--- config.mk ---
export PLATFORM = sky130hd
export DESIGN_NAME = pmd_top
export DESIGN_NICKNAME = d
export VERILOG_FILES = /design/src/rtl/pmd_settle.v /design/src/rtl/pmd_apb.v /design/src/rtl/pmd_top.v
export VERILOG_INCLUDE_DIRS = /design/src /design/src/rtl
export SDC_FILE = /design/constraint.sdc
export NUM_CORES = 1
export LEC_CHECK = 0
export BUFFER_PORTS_ARGS = -buffer_cell sky130_fd_sc_hd__buf_2
export CAP_MARGIN = 40
export CORE_UTILIZATION = 49
export CTS_CLUSTER_DIAMETER = 100
export DETAILED_ROUTE_END_ITERATION = 10
export PLACE_DENSITY = 0.83
export SLEW_MARGIN = 10
export SYNTH_ARGS = -nofsm -noshare
export SYNTH_HDL_FRONTEND = slang
export SYNTH_HIERARCHICAL = 1
export SYNTH_SLANG_ARGS = --single-unit
--- constraint.sdc ---
create_clock -name sys_clk -period 4.9 [get_ports sys_clk]
set_input_delay 0.735 -clock sys_clk [delete_from_list [all_inputs] [get_ports sys_clk]]
set_output_delay 0.735 -clock sys_clk [all_outputs]
set_load 0.01 [all_outputs]
--- src/rtl/pmd_map.vh ---
/*
 * register map, bit positions and reset values of the peripheral module disable block.
 * assumes: included by bare name from the design files under rtl/.
 */
`ifndef PMD_MAP_VH
`define PMD_MAP_VH

// ----------------------------------------------------------------------------
// register byte offsets on the apb bus
// ----------------------------------------------------------------------------
`define PMD_OFS_CTRL0      8'h00
`define PMD_OFS_CTRL1      8'h04
`define PMD_OFS_STATUS     8'h08
`define PMD_ADDR_W         8

// ----------------------------------------------------------------------------
// first control register fields
// ----------------------------------------------------------------------------
`define PMD_BIT_SYSCLK     7
`define PMD_BIT_VREF       6
`define PMD_BIT_CHECKSUM   4
`define PMD_BIT_SCANNER    3
`define PMD_BIT_NVM        2
`define PMD_BIT_CLKREF     1
`define PMD_BIT_PINCHG     0
`define PMD_CTRL0_MASK     8'hdf
`define PMD_CTRL1_MASK     8'hff
`define PMD_CTRL_RESET     8'h00

// ----------------------------------------------------------------------------
// second control register fields and module count
// ----------------------------------------------------------------------------
`define PMD_BIT_NUMOSC     7
`define PMD_NUM_MODS       16
`define PMD_CTRL1_LSB      8

// ----------------------------------------------------------------------------
// re-enable settle window: one instruction cycle of four system clocks
// ----------------------------------------------------------------------------
`define PMD_SETTLE_CYC     3'h4
`define PMD_ZERO32         32'h00000000

`endif

--- src/rtl/pmd_settle.v ---
/*
 * one settle counter per module: after a disable bit is cleared, the module is
 * reported not-ready for a fixed number of clocks.
 * assumes: sys_clk domain, synchronous active high reset.
 */
`timescale 1ns/1ps
`include "pmd_map.vh"

module pmd_settle (
    sys_clk,
    sys_rst,
    mod_off,
    mod_ready
);
    input  wire       sys_clk;
    input  wire       sys_rst;
    input  wire       mod_off;
    output wire       mod_ready;

    reg  [2:0] cnt_reg;
    reg  [2:0] cnt_next;

    // ------------------------------------------------------------------------
    // counter restarts while disabled, runs down after re-enable
    // ------------------------------------------------------------------------
    always @* begin
        cnt_next = cnt_reg;
        if (mod_off) begin
            cnt_next = `PMD_SETTLE_CYC;
        end else if (cnt_reg != 3'h0) begin
            cnt_next = cnt_reg - 3'h1;
        end
    end

    always @(posedge sys_clk) begin
        if (sys_rst) begin
            cnt_reg <= 3'h0;
        end else begin
            cnt_reg <= cnt_next;
        end
    end

    assign mod_ready = (cnt_reg == 3'h0) && !mod_off; // within one instruction
endmodule

--- src/rtl/pmd_apb.v ---
/*
 * apb slave front end: decodes accesses to the disable block registers.
 * assumes: apb3 master on sys_clk; zero wait states.
 */
`timescale 1ns/1ps
`include "pmd_map.vh"

module pmd_apb (
    psel,
    penable,
    pwrite,
    paddr,
    wr_ctrl0,
    wr_ctrl1,
    rd_hit
);
    input  wire                      psel;
    input  wire                      penable;
    input  wire                      pwrite;
    input  wire [`PMD_ADDR_W-1:0]    paddr;
    output wire                      wr_ctrl0;
    output wire                      wr_ctrl1;
    output wire                      rd_hit;

    wire access;

    // ------------------------------------------------------------------------
    // write strobes fire only in the access phase
    // ------------------------------------------------------------------------
    assign access   = psel && penable;
    assign wr_ctrl0 = access && pwrite && (paddr == `PMD_OFS_CTRL0);
    assign wr_ctrl1 = access && pwrite && (paddr == `PMD_OFS_CTRL1);
    assign rd_hit   = (paddr == `PMD_OFS_CTRL0) || (paddr == `PMD_OFS_CTRL1) || (paddr == `PMD_OFS_STATUS);
endmodule

--- src/rtl/pmd_top.v ---
/*
 * peripheral module disable: two software control registers whose bits gate
 * clocks, hold resets, blank register access and release pins of peripherals.
 * assumes: apb3 master on sys_clk; peripherals honour the gate outputs.
 */
// The placing of the registers and the APB interface to the registers are this design's own decisions.
// Behaviour
// - all disable bits clear after any reset; modules enabled by default
// - a set bit blocks clock and control inputs of its module
// - a set bit holds its module in reset
// - disabled module: register writes ignored, reads return zero
// - disabled module outputs off; pin passes to next by priority
// - cleared bit: module restarts from reset with power-on values
// - re-enabled module active within one instruction cycle
// - disabling a module disables its input selection registers
// - control 0 bit 7 stops system clock to peripherals
// - control 0 bits 6,4,3,1,0 disable vref, checksum, scanner, clkref, pin change
// - control 0 bit 5 unimplemented, reads zero
// - nonvolatile off: memory access blocked, ctrl writes rejected, pointer reads zero
// - control 1 bit 7 numeric oscillator, bits 6..0 timers 6..0
// - implemented bits read/write, one disables, reset to zero
`timescale 1ns/1ps
`include "pmd_map.vh"

module pmd_top (
    sys_clk,
    sys_rst,
    psel,
    penable,
    pwrite,
    paddr,
    pwdata,
    prdata,
    pready,
    pslverr,
    periph_sysclk_off,
    mod_clk_gate,
    mod_rst_hold,
    mod_sfr_block,
    mod_pin_release,
    mod_insel_off,
    mod_ready,
    nonvolatile_off,
    nvm_ctrl_wr_block,
    nvm_ptr_rd_zero
);
    input  wire                       sys_clk;
    input  wire                       sys_rst;
    input  wire                       psel;
    input  wire                       penable;
    input  wire                       pwrite;
    input  wire [`PMD_ADDR_W-1:0]     paddr;
    input  wire [31:0]                pwdata;
    output reg  [31:0]                prdata;
    output wire                       pready;
    output wire                       pslverr;
    output reg                        periph_sysclk_off;
    output reg  [`PMD_NUM_MODS-1:0]   mod_clk_gate;
    output reg  [`PMD_NUM_MODS-1:0]   mod_rst_hold;
    output reg  [`PMD_NUM_MODS-1:0]   mod_sfr_block;
    output reg  [`PMD_NUM_MODS-1:0]   mod_pin_release;
    output reg  [`PMD_NUM_MODS-1:0]   mod_insel_off;
    output reg  [`PMD_NUM_MODS-1:0]   mod_ready;
    output reg                        nonvolatile_off;
    output reg                        nvm_ctrl_wr_block;
    output reg                        nvm_ptr_rd_zero;

    reg  [7:0]                 ctrl0_reg;
    reg  [7:0]                 ctrl1_reg;
    reg  [7:0]                 ctrl0_next;
    reg  [7:0]                 ctrl1_next;
    reg  [31:0]                prdata_next;
    wire                       wr_ctrl0;
    wire                       wr_ctrl1;
    wire                       rd_hit;
    wire [`PMD_NUM_MODS-1:0]   off_vec;
    wire [`PMD_NUM_MODS-1:0]   ready_vec;

    // ------------------------------------------------------------------------
    // bus decode and fixed-latency answer
    // ------------------------------------------------------------------------
    pmd_apb u_apb (
        .psel     (psel),
        .penable  (penable),
        .pwrite   (pwrite),
        .paddr    (paddr),
        .wr_ctrl0 (wr_ctrl0),
        .wr_ctrl1 (wr_ctrl1),
        .rd_hit   (rd_hit)
    );

    // zero wait states; unmapped offsets read zero and writes are dropped
    assign pready  = 1'b1;
    assign pslverr = 1'b0;

    // ------------------------------------------------------------------------
    // control registers: masked writes keep the unimplemented bit at zero
    // ------------------------------------------------------------------------
    always @* begin
        ctrl0_next = ctrl0_reg;
        ctrl1_next = ctrl1_reg;
        if (wr_ctrl0) begin
            ctrl0_next = pwdata[7:0] & `PMD_CTRL0_MASK;
        end
        if (wr_ctrl1) begin
            ctrl1_next = pwdata[7:0] & `PMD_CTRL1_MASK;
        end
    end

    always @(posedge sys_clk) begin
        if (sys_rst) begin
            ctrl0_reg <= `PMD_CTRL_RESET;
            ctrl1_reg <= `PMD_CTRL_RESET;
        end else begin
            ctrl0_reg <= ctrl0_next;
            ctrl1_reg <= ctrl1_next;
        end
    end

    // one disable vector: control 0 in the low byte, control 1 above it
    assign off_vec = {ctrl1_reg, ctrl0_reg};

    // ------------------------------------------------------------------------
    // per-module settle counters after re-enable
    // ------------------------------------------------------------------------
    genvar gi;
    generate
        for (gi = 0; gi < `PMD_NUM_MODS; gi = gi + 1) begin : g_settle
            pmd_settle u_settle (
                .sys_clk   (sys_clk),
                .sys_rst   (sys_rst),
                .mod_off   (off_vec[gi]),
                .mod_ready (ready_vec[gi])
            );
        end
    endgenerate

    // ------------------------------------------------------------------------
    // read mux: status shows which modules have settled
    // ------------------------------------------------------------------------
    always @* begin
        prdata_next = `PMD_ZERO32;
        if (psel && !penable && !pwrite && rd_hit) begin
            case (paddr)
                `PMD_OFS_CTRL0:  prdata_next = {24'h000000, ctrl0_reg};
                `PMD_OFS_CTRL1:  prdata_next = {24'h000000, ctrl1_reg};
                `PMD_OFS_STATUS: prdata_next = {16'h0000, ready_vec};
                default:         prdata_next = `PMD_ZERO32;
            endcase
        end else if (psel && penable) begin
            prdata_next = prdata; // hold through the access phase
        end
    end

    // ------------------------------------------------------------------------
    // gate outputs, all registered so they change one edge after the write;
    // the sysclk bit is a network gate, not a module, yet it still drives
    // the per-module reset hold of bit 7 of control 0 like any module bit
    // ------------------------------------------------------------------------
    always @(posedge sys_clk) begin
        if (sys_rst) begin
            prdata            <= `PMD_ZERO32;
            periph_sysclk_off <= 1'b0;
            mod_clk_gate      <= {`PMD_NUM_MODS{1'b0}};
            mod_rst_hold      <= {`PMD_NUM_MODS{1'b0}};
            mod_sfr_block     <= {`PMD_NUM_MODS{1'b0}};
            mod_pin_release   <= {`PMD_NUM_MODS{1'b0}};
            mod_insel_off     <= {`PMD_NUM_MODS{1'b0}};
            mod_ready         <= {`PMD_NUM_MODS{1'b0}};
            nonvolatile_off   <= 1'b0;
            nvm_ctrl_wr_block <= 1'b0;
            nvm_ptr_rd_zero   <= 1'b0;
        end else begin
            prdata            <= prdata_next;
            periph_sysclk_off <= ctrl0_reg[`PMD_BIT_SYSCLK];
            mod_clk_gate      <= off_vec;
            mod_rst_hold      <= off_vec;
            mod_sfr_block     <= off_vec;
            mod_pin_release   <= off_vec;
            mod_insel_off     <= off_vec;
            mod_ready         <= ready_vec;
            nonvolatile_off   <= ctrl0_reg[`PMD_BIT_NVM];
            nvm_ctrl_wr_block <= ctrl0_reg[`PMD_BIT_NVM];
            nvm_ptr_rd_zero   <= ctrl0_reg[`PMD_BIT_NVM];
        end
    end
endmodule

Word level (Yosys, flattened, before mapping)
Cells that the tools add are included.

word-level totals
  RAM bits = 0
  word-level logic and storage cells = 196
  memories kept = 0
  input bits = 45
  register bits = 128
  memory bits (read-only) = 0
  bits in latches = 0

operators by class
  divide/modulo/power cells = 0
  magnitude comparators = 0
  shifts and indexed selects = 0
  $mul = 0
  $add $sub $neg = 16
  reduce and logical (&&, ||, !) cells = 104
  equality and inequality tests = 3
  muxes and demuxes = 34
  bitwise operators = 0

operators by type and width
  cell                 count
  $mux 3               31
  $mux 32              2
  $logic_not 3->1      16
  $pmux 16 s3          1
  $reduce_bool 3->1    16
  $sub 3x1->3 const B  16
  $reduce_bool 2->1    15
  $reduce_or 2->1      15
  $logic_and 1x1->1    22
  $logic_not 1->1      17
  $eq 8x3->1 const B   1
  $eq 8x4->1 const B   1
  $logic_not 8->1      1
  $logic_or 1x1->1     2
  $ne 2x2->1 const B   1

Longest topological paths before layout
Gate-level depths: netlist of the first run.

  depth in word-level cells = 5
  depth in mapped cells = 7
  depth with buffers taken out = 7

Modules after synthesis
The synthesis of the first run kept the hierarchy.

modules (own cells, without submodules)
  module      cells each  times used  area an instance (µm²)  sequential area each (µm²)
  pmd_top     301         1           2904.0                  1241.2
  pmd_settle  18          16          172.7                   60.1
  pmd_apb     7           1           52.6                    0.0

Least setup slack after synthesis of the first run
No wires, ideal clock.

  path kind = input port to flip-flop
  start = input port paddr[1]
  end = register prdata[5]
  slack = 2541 ps
  data arrival time = 2274 ps
  buffers on the path = 1
  stages = 6
  path through = or4_4 > a211oi_1 > nor4bb_1 > buf_2 > nand4_4 > o31ai_2

on the way
  longest elaborated chain between the ends = 5

RTL lines
  item                                                            RTL line       text
  start: declaration                                              pmd_top.v:52   input wire [`PMD_ADDR_W-1:0] paddr;
  $eq 8x3->1 (no source line) or $logic_not 8->1 (tied branches)  n/a
  $logic_or 1x1->1                                                pmd_apb.v:33   assign rd_hit = (paddr == `PMD_OFS_CTRL0) || (paddr == `PMD_OFS_CTRL1) || (paddr == `PMD_OFS_STATUS);
  $logic_or 1x1->1 *                                              pmd_apb.v:33
  named net rd_hit                                                pmd_top.v:75   wire rd_hit;
  $logic_and 1x1->1 *                                             pmd_top.v:143  if (psel && !penable && !pwrite && rd_hit) begin
  $ne 2x2->1 (no source line) or $mux 32 (tied branches)          n/a
  end signal: assignment                                          pmd_top.v:162  prdata <= `PMD_ZERO32;
  end signal: assignment                                          pmd_top.v:174  prdata <= prdata_next;
  end: declaration                                                pmd_top.v:54   output reg [31:0] prdata;

Mark *: on every way through the listed nets, which the timed path passes. The rest lies on a longest branch.
A chain may end at the register's enable or synchronous reset.

Worst setup path in the final report of the first run
  start = input port paddr[1]
  end = register prdata[10]

The elaborated chain is that of the path after synthesis.

==> summary.md, run 1 <==
| Metric | Value |
|---|---|
| Fin util | 55.05% |
| Vias/cell | 4.895 |
| Leakage | 3.016 nW |
| Final net count | 756 |
| Synth area leader | dfxtp_1 |
| Setup violators final | 0 |
| Root buffer cell | clkbuf_16 |
| Die area | 12110 µm² |
| Crit Path Max Fanout | 8 |
| Commonest non-fill, non-tap cell in the layout | buf_2 |
| Most frequent cells in the layout | 131 x buf_2, 110 x dfxtp_1, 81 x inv_1 |
| Post_cts resized | 0 |
| Slew headroom | 41.81% |
| Io pins | 179 |
| Final hold viol count | 0 |
| Vias in the first global route | 3698 |
| Slew at the pin closest to its max-slew limit | 0.8728 ns |
| CTS H-tree depth | 3 |
| # Post-CTS Setup Buffers | 0 |
| Filler cell count | 990 |
| Initial antenna violation count | 1 |
| Synthesis Warnings | 6 |
| CTS tree | built |
| Total gr overflow | 0 |
| Crit. End Element | flop |
| Routed wire length | 11170 µm |
| Gr usage total | 18.92% |
| Status | completed |
| Mean area per synthesized cell | 9.596 µm² |
| IR Drop Worst-Case VDD | 0.1837 mV |
| Unique masters post-synth | 34 |
| Routed vias | 3970 |
| RSZ-0062 raised after global routing | false |
| Row cnt | 39 |
| Sink Count | 110 |
| Period utilisation layout | 49.22% |
| Pin count of the biggest net entering global routing | 74 |
| Ant diodes | 0 |
| Largest register FFs | 48 |
| Detail Placement HPWL | 7777 µm |
| WP data required | 5.19 ns |
| Tot Pwr | 0.002969 W |
| Share of the synthesized area in the top cell type | 38.50% |
| Clock buffer depth | 2 |
| Final ANT Viol Nets | 0 |
| Clk_skew | 0.005608 ns |
| Clock Latency Late Sink | 0.35 ns |
| Max Cap Violations | 0 |
| Kind of critical path | in -> reg |
| Initial DRC count | 183 |
| Share of post-route cells with drive strength above 1 | 27.10% |
| WL/cell | 13.77 µm |
| Core Footprint | 11420 µm² |
| Starting Density | 50.09% |
| Area of the multi-input gates | 2606 µm² |
| Final RePlAce weighted congestion | 0.7428 |
| Total negative slack | 0 ns |
| Die height | 110.0 µm |
| Post-Syn Instances | 596 |
| Hold WC Path Type | reg -> reg |
| FF+latch count, synth | 110 |
| Critical Path Start Type | input port |
| Width of the die | 110.0 µm |
| Slew Limit Fails | 0 |
| Worst-path clk slew | 0.07 ns |
| Post-CTS Hold Buffers | 0 |
| IO Port Bufs | 131 |
| # DRC | 0 |
| Crit path DAT | 2.70 ns |
| Syn Std Cell Area | 5719 µm² |
| Sequential area share after synthesis | 38.50% |
| First-pass GRT wire length | 17200 µm |
| Tmin final | 2.412 ns |
| Pwr/cell area | 472.2 nW/µm² |
| Storage cell area | 2202 µm² |
| Initial DRT Pass Iterations | 6 |
| Synth top area cells | dfxtp_1 39%, buf_4 11%, ha_1 11%, nor2b_1 7.0%, mux2i_1 5.4% |
| Synthesis-to-layout area growth | 9.910% |
| Num CTS Buffers | 9 |
| Peak Freq | 414.7 MHz |
-- path summary, 6_finish.rpt --
path / from / to / slack (ns) / cells after the start
worst max-delay path: paddr[1] / prdata[10]$_SDFFE_PP0P_ / 2.49 / 7
worst min-delay path: prdata[13]$_SDFFE_PP0P_ / prdata[13]$_SDFFE_PP0P_ / 0.45 / 2
worst max register to register: g_settle[7].u_settle/cnt_reg[0]$_SDFFE_PP0P_ / prdata[7]$_SDFFE_PP0P_ / 3.23 / 6
worst min register to register: prdata[13]$_SDFFE_PP0P_ / prdata[13]$_SDFFE_PP0P_ / 0.45 / 2
-- Yosys cell counts, drive strengths merged --
| master | count |
|---|---|
| dfxtp | 110 |
| nand2 | 16 |
| a2111oi | 16 |
| nor4 | 3 |
| ha | 48 |
| nor2 | 16 |
| nor4bb | 1 |
| o31ai | 1 |
| mux2 | 7 |
| or2 | 1 |
| a222oi | 7 |
| and3b | 9 |
| and2 | 1 |
| nand4 | 10 |
| or4 | 1 |
| nand3b | 1 |
| conb | 2 |
| nor2b | 64 |
| a211oi | 8 |
| a21oi | 25 |
| nor3 | 16 |
| buf | 90 |
| mux2i | 31 |
| xor2 | 16 |
| clkbuf | 14 |
| inv | 81 |
| nand4b | 1 |
-- per-stage QoR --
stage,setup WS [ns],hold WS [ns],instances,instance area (µm²)
floorplan,2.541,0.4557,621,5813
global placement,1.686,0.4441,794,5972
detailed placement,2.113,0.4411,795,5977
CTS,2.477,0.4497,811,6286
global route,2.363,0.4669,811,6286
finish,2.488,0.4483,811,6286
-- per-layer routing --
metal	global-route usage (%)	wire length, µm
met1	19.60	4369
met5	0	13
met4	9.619	281
met2	34.82	5892
met3	5.115	608
-- area by class of cell --
| class | count | area share (%) |
|---|---|---|
| clock buffer | 11 | 4.021 |
| clock inverter | 5 | 0.8957 |
| sequential | 110 | 35.03 |
| timing repair buffer | 135 | 10.91 |
| tap | 143 | 2.846 |
| multi-input combinational | 326 | 41.46 |
| inverter | 81 | 4.837 |
-- cell families after synthesis --
kind of cell	count (synthesis)	synth area share (%)
simple gates	140	14.75
fa+ha+maj	48	10.50
flops	110	38.50
xor+xnor	16	2.450
mux	38	6.804
compound gates	57	8.970
other cells	2	0.1313
buf+inv	185	17.90
-- critical path, cell delays in order --
cell      delay (ns)
buf_2           0.13
or4_4           0.56
a211oi_1        0.16
nor4bb_2        0.51
buf_2           0.29
nand4_1         0.12
a21oi_1         0.18
-- where the power goes --
group | total (W) | internal, W | switching [W]
logic | 0.00109 | 0.000507 | 0.000583
registers | 0.00113 | 0.00106 | 0.0000683
clock network | 0.000751 | 0.000424 | 0.000326
Note: power is estimated with default switching activity, not from simulation.
==> inputs of run 2 (changes only) <==
==> constraint.sdc (replaced) <==
create_clock -name sys_clk -period 2.35 [get_ports sys_clk]
set_input_delay 0.3525 -clock sys_clk [delete_from_list [all_inputs] [get_ports sys_clk]]
set_output_delay 0.3525 -clock sys_clk [all_outputs]
set_load 0.01 [all_outputs]
==> run 2 against run 1 <==
  * First-iteration DRC count down 2.7%
  * Clock power grew 90%
  * Hold slack worse by 0.19 ns
  * Clock skew increased by 0.0035 ns
  * Largest cell class unchanged
==> summary.md, run 2 (synthesized netlist as in run 1, its figures left out) <==
| Metric | Value |
|---|---|
| Status | completed |
| Initial antenna violation count | 0 (-1) |
| Die height | 110.0 µm (unchanged) |
| Most used cell, CP | a211oi_1 |
| Width of the die | 110.0 µm (unchanged) |
| Vias in the first global route | 3674 (-0.65%) |
| Period utilisation layout | 89.03% |
| Initial DRC count | 178 (-2.7%) |
| Hold path start | pwdata[3] |
| Clock Latency Late Sink | 0.35 ns (about the same) |
| Total gr overflow | 0 (unchanged) |
| WP data required | 2.61 ns (-2.58 ns) |
| Starting Density | 50.09% (unchanged) |
| WL/cell | 13.01 µm (-5.5%) |
| Clk_skew | 0.009121 ns (+0.003513 ns) |
| Setup violators final | 0 (unchanged) |
| R2R setup slack | 0.66 ns (-2.57 ns) |
| Worst r2r dst | prdata[3]$_SDFFE_PP0P_ |
| Kind of critical path | in -> reg |
| Crit. End Element | flop |
| Slew Limit Fails | 0 (unchanged) |
| Ant diodes | 0 (unchanged) |
| Worst-path clk slew | 0.07 ns (about the same) |
| Hold WS | 0.2556 ns (-0.1927 ns) |
| Final RePlAce weighted congestion | 0.7373 (-0.74%) |
| Core Footprint | 11420 µm² (unchanged) |
| # DRC | 0 (unchanged) |
| Crit path DAT | 2.35 ns (-0.35 ns) |
| Final hold viol count | 0 (unchanged) |
| Largest register FFs | 48 (unchanged) |
| Sink Count | 110 (unchanged) |
| Clock buffer depth | 2 (unchanged) |
| First-pass GRT wire length | 16440 µm (-4.5%) |
| # Post-CTS Setup Buffers | 0 (unchanged) |
| Final ANT Viol Nets | 0 (unchanged) |
| Hold WC Path Type | in -> reg |
| Most frequent cells in the layout | 130 x buf_2, 110 x dfxtp_1, 81 x inv_1 |
| Routed wire length | 10630 µm (-4.8%) |
| Cell depth of the worst min-delay path | 3 (+1) |
| Worst R2R Start | g_settle[3].u_settle/cnt_reg[0]$_SDFFE_PP0P_ |
| Critical Path Start Type | input port |
| Post-CTS Hold Buffers | 0 (unchanged) |
| Slowest stage delay, CP | 0.57 ns (about the same) |
| Fin util | 55.44% (+0.38 points) |
| Slowest cell on crit path | or4_4 |
| Reg2Reg Depth | 6 (unchanged) |
| Row cnt | 39 (unchanged) |
| Share of post-route cells with drive strength above 1 | 27.74% (+0.65 points) |
| Tmin final | 2.092 ns |
| Final net count | 762 (+0.79%) |
| Pwr/cell area | 953.6 nW/µm² (+100%) |
| IO Port Bufs | 131 (unchanged) |
| Initial DRT Pass Iterations | 5 (-1) |
| Detail Placement HPWL | 7846 µm (+0.89%) |
| CTS H-tree depth | 3 (unchanged) |
| Vias/cell | 4.887 (-0.16%) |
| Routed vias | 3993 (+0.58%) |
| IR Drop Worst-Case VDD | 0.4303 mV (+130%) |
| Slew at the pin closest to its max-slew limit | 0.6478 ns (-0.2251 ns) |
| Min-Delay Endpoint | ctrl1_reg[3]$_SDFFE_PP0P_ |
| Tot Pwr | 0.006036 W (+100%) |
| CTS tree | built |
| Crit path cell chain | buf_2, or4_4, a211oi_1, nor4bb_2, buf_4, nand4_4, a211oi_1 |
| Slew headroom | 56.81% (+15 points) |
| Post_cts resized | 0 (unchanged) |
| Commonest non-fill, non-tap cell in the layout | buf_2 |
| Leakage | 3.036 nW (+0.66%) |
| Synthesis-to-layout area growth | 10.68% |
| Die area | 12110 µm² (unchanged) |
| Max Cap Violations | 0 (unchanged) |
| Num CTS Buffers | 9 (unchanged) |
| Pin count of the biggest net entering global routing | 53 (-28%) |
| Io pins | 179 (unchanged) |
| RSZ-0062 raised after global routing | false |
| Root buffer cell | clkbuf_16 |
| Gr usage total | 17.73% (-1.2 points) |
| Peak Freq | 478.0 MHz |
| Crit Path Max Fanout | 9 (+1) |
-- run 2: worst max-delay path by stage --
stage,start,end,slack [ns],cells past startpoint
2_1_floorplan,paddr[1],prdata[5]$_SDFFE_PP0P_,0.37,6
3_3_place_gp,paddr[1],prdata[5]$_SDFFE_PP0P_,0.05,7
3_5_place_dp,paddr[1],prdata[4]$_SDFFE_PP0P_,-0.05,7
4_1_cts,paddr[1],prdata[6]$_SDFFE_PP0P_,0.31,7
5_1_grt,paddr[1],prdata[0]$_SDFFE_PP0P_,0.23,7
6_report,paddr[1],prdata[3]$_SDFFE_PP0P_,0.26,7
-- run 2: metal layers --
metal / part of all wire [%] / up-vias / track usage (%) / routed length (µm)
li1: - / 1982 / - / -
met1: 41 / 1873 / 18.90 / 4324
met2: 52 / 122 / 32.63 / 5489
met3: 5.4 / 16 / 4.762 / 578
met4: 2.2 / 0 / 7.714 / 236
met5: 0 / - / 0 / 0
-- run 2: worst max-delay path: cells and delay by family --
| kind | cells | cell delay [ns] |
|---|---|---|
| AND/OR/NAND/NOR | 3 | 1.15 |
| buffers and inverters | 2 | 0.36 |
| AO/OA/AOI/OAI | 2 | 0.49 |
-- run 2: per-stage QoR --
step,instance area [µm²],std cells,worst slack [ns],TNS [ns]
final,6330,817,0.2579,0
after global routing,6330,817,0.2328,0
after CTS,6330,817,0.3070,0
after detailed placement,6050,801,-0.05446,-0.1909
after global placement,6050,801,0.05143,0
after floorplan,5813,621,0.3733,0
-- run 2: power by group --
part | internal [W] | leakage, nW | switching, W
logic | 0.00106 | 2.00 | 0.00121
clock network | 0.000730 | 0.133 | 0.000697
registers | 0.00221 | 0.899 | 0.000134
total | 0.00400 | 3.04 | 0.00204
-- run 2: area by class of cell --
class,instances,area (µm²)
Inverter,81,304.0
Clock inverter,7,55.05
Sequential cell,110,2202
Fill cell,971,5089
Timing Repair Buffer,141,758.2
Clock buffer,9,225.2
Tap cell,143,178.9
Multi-Input combinational cell,326,2606
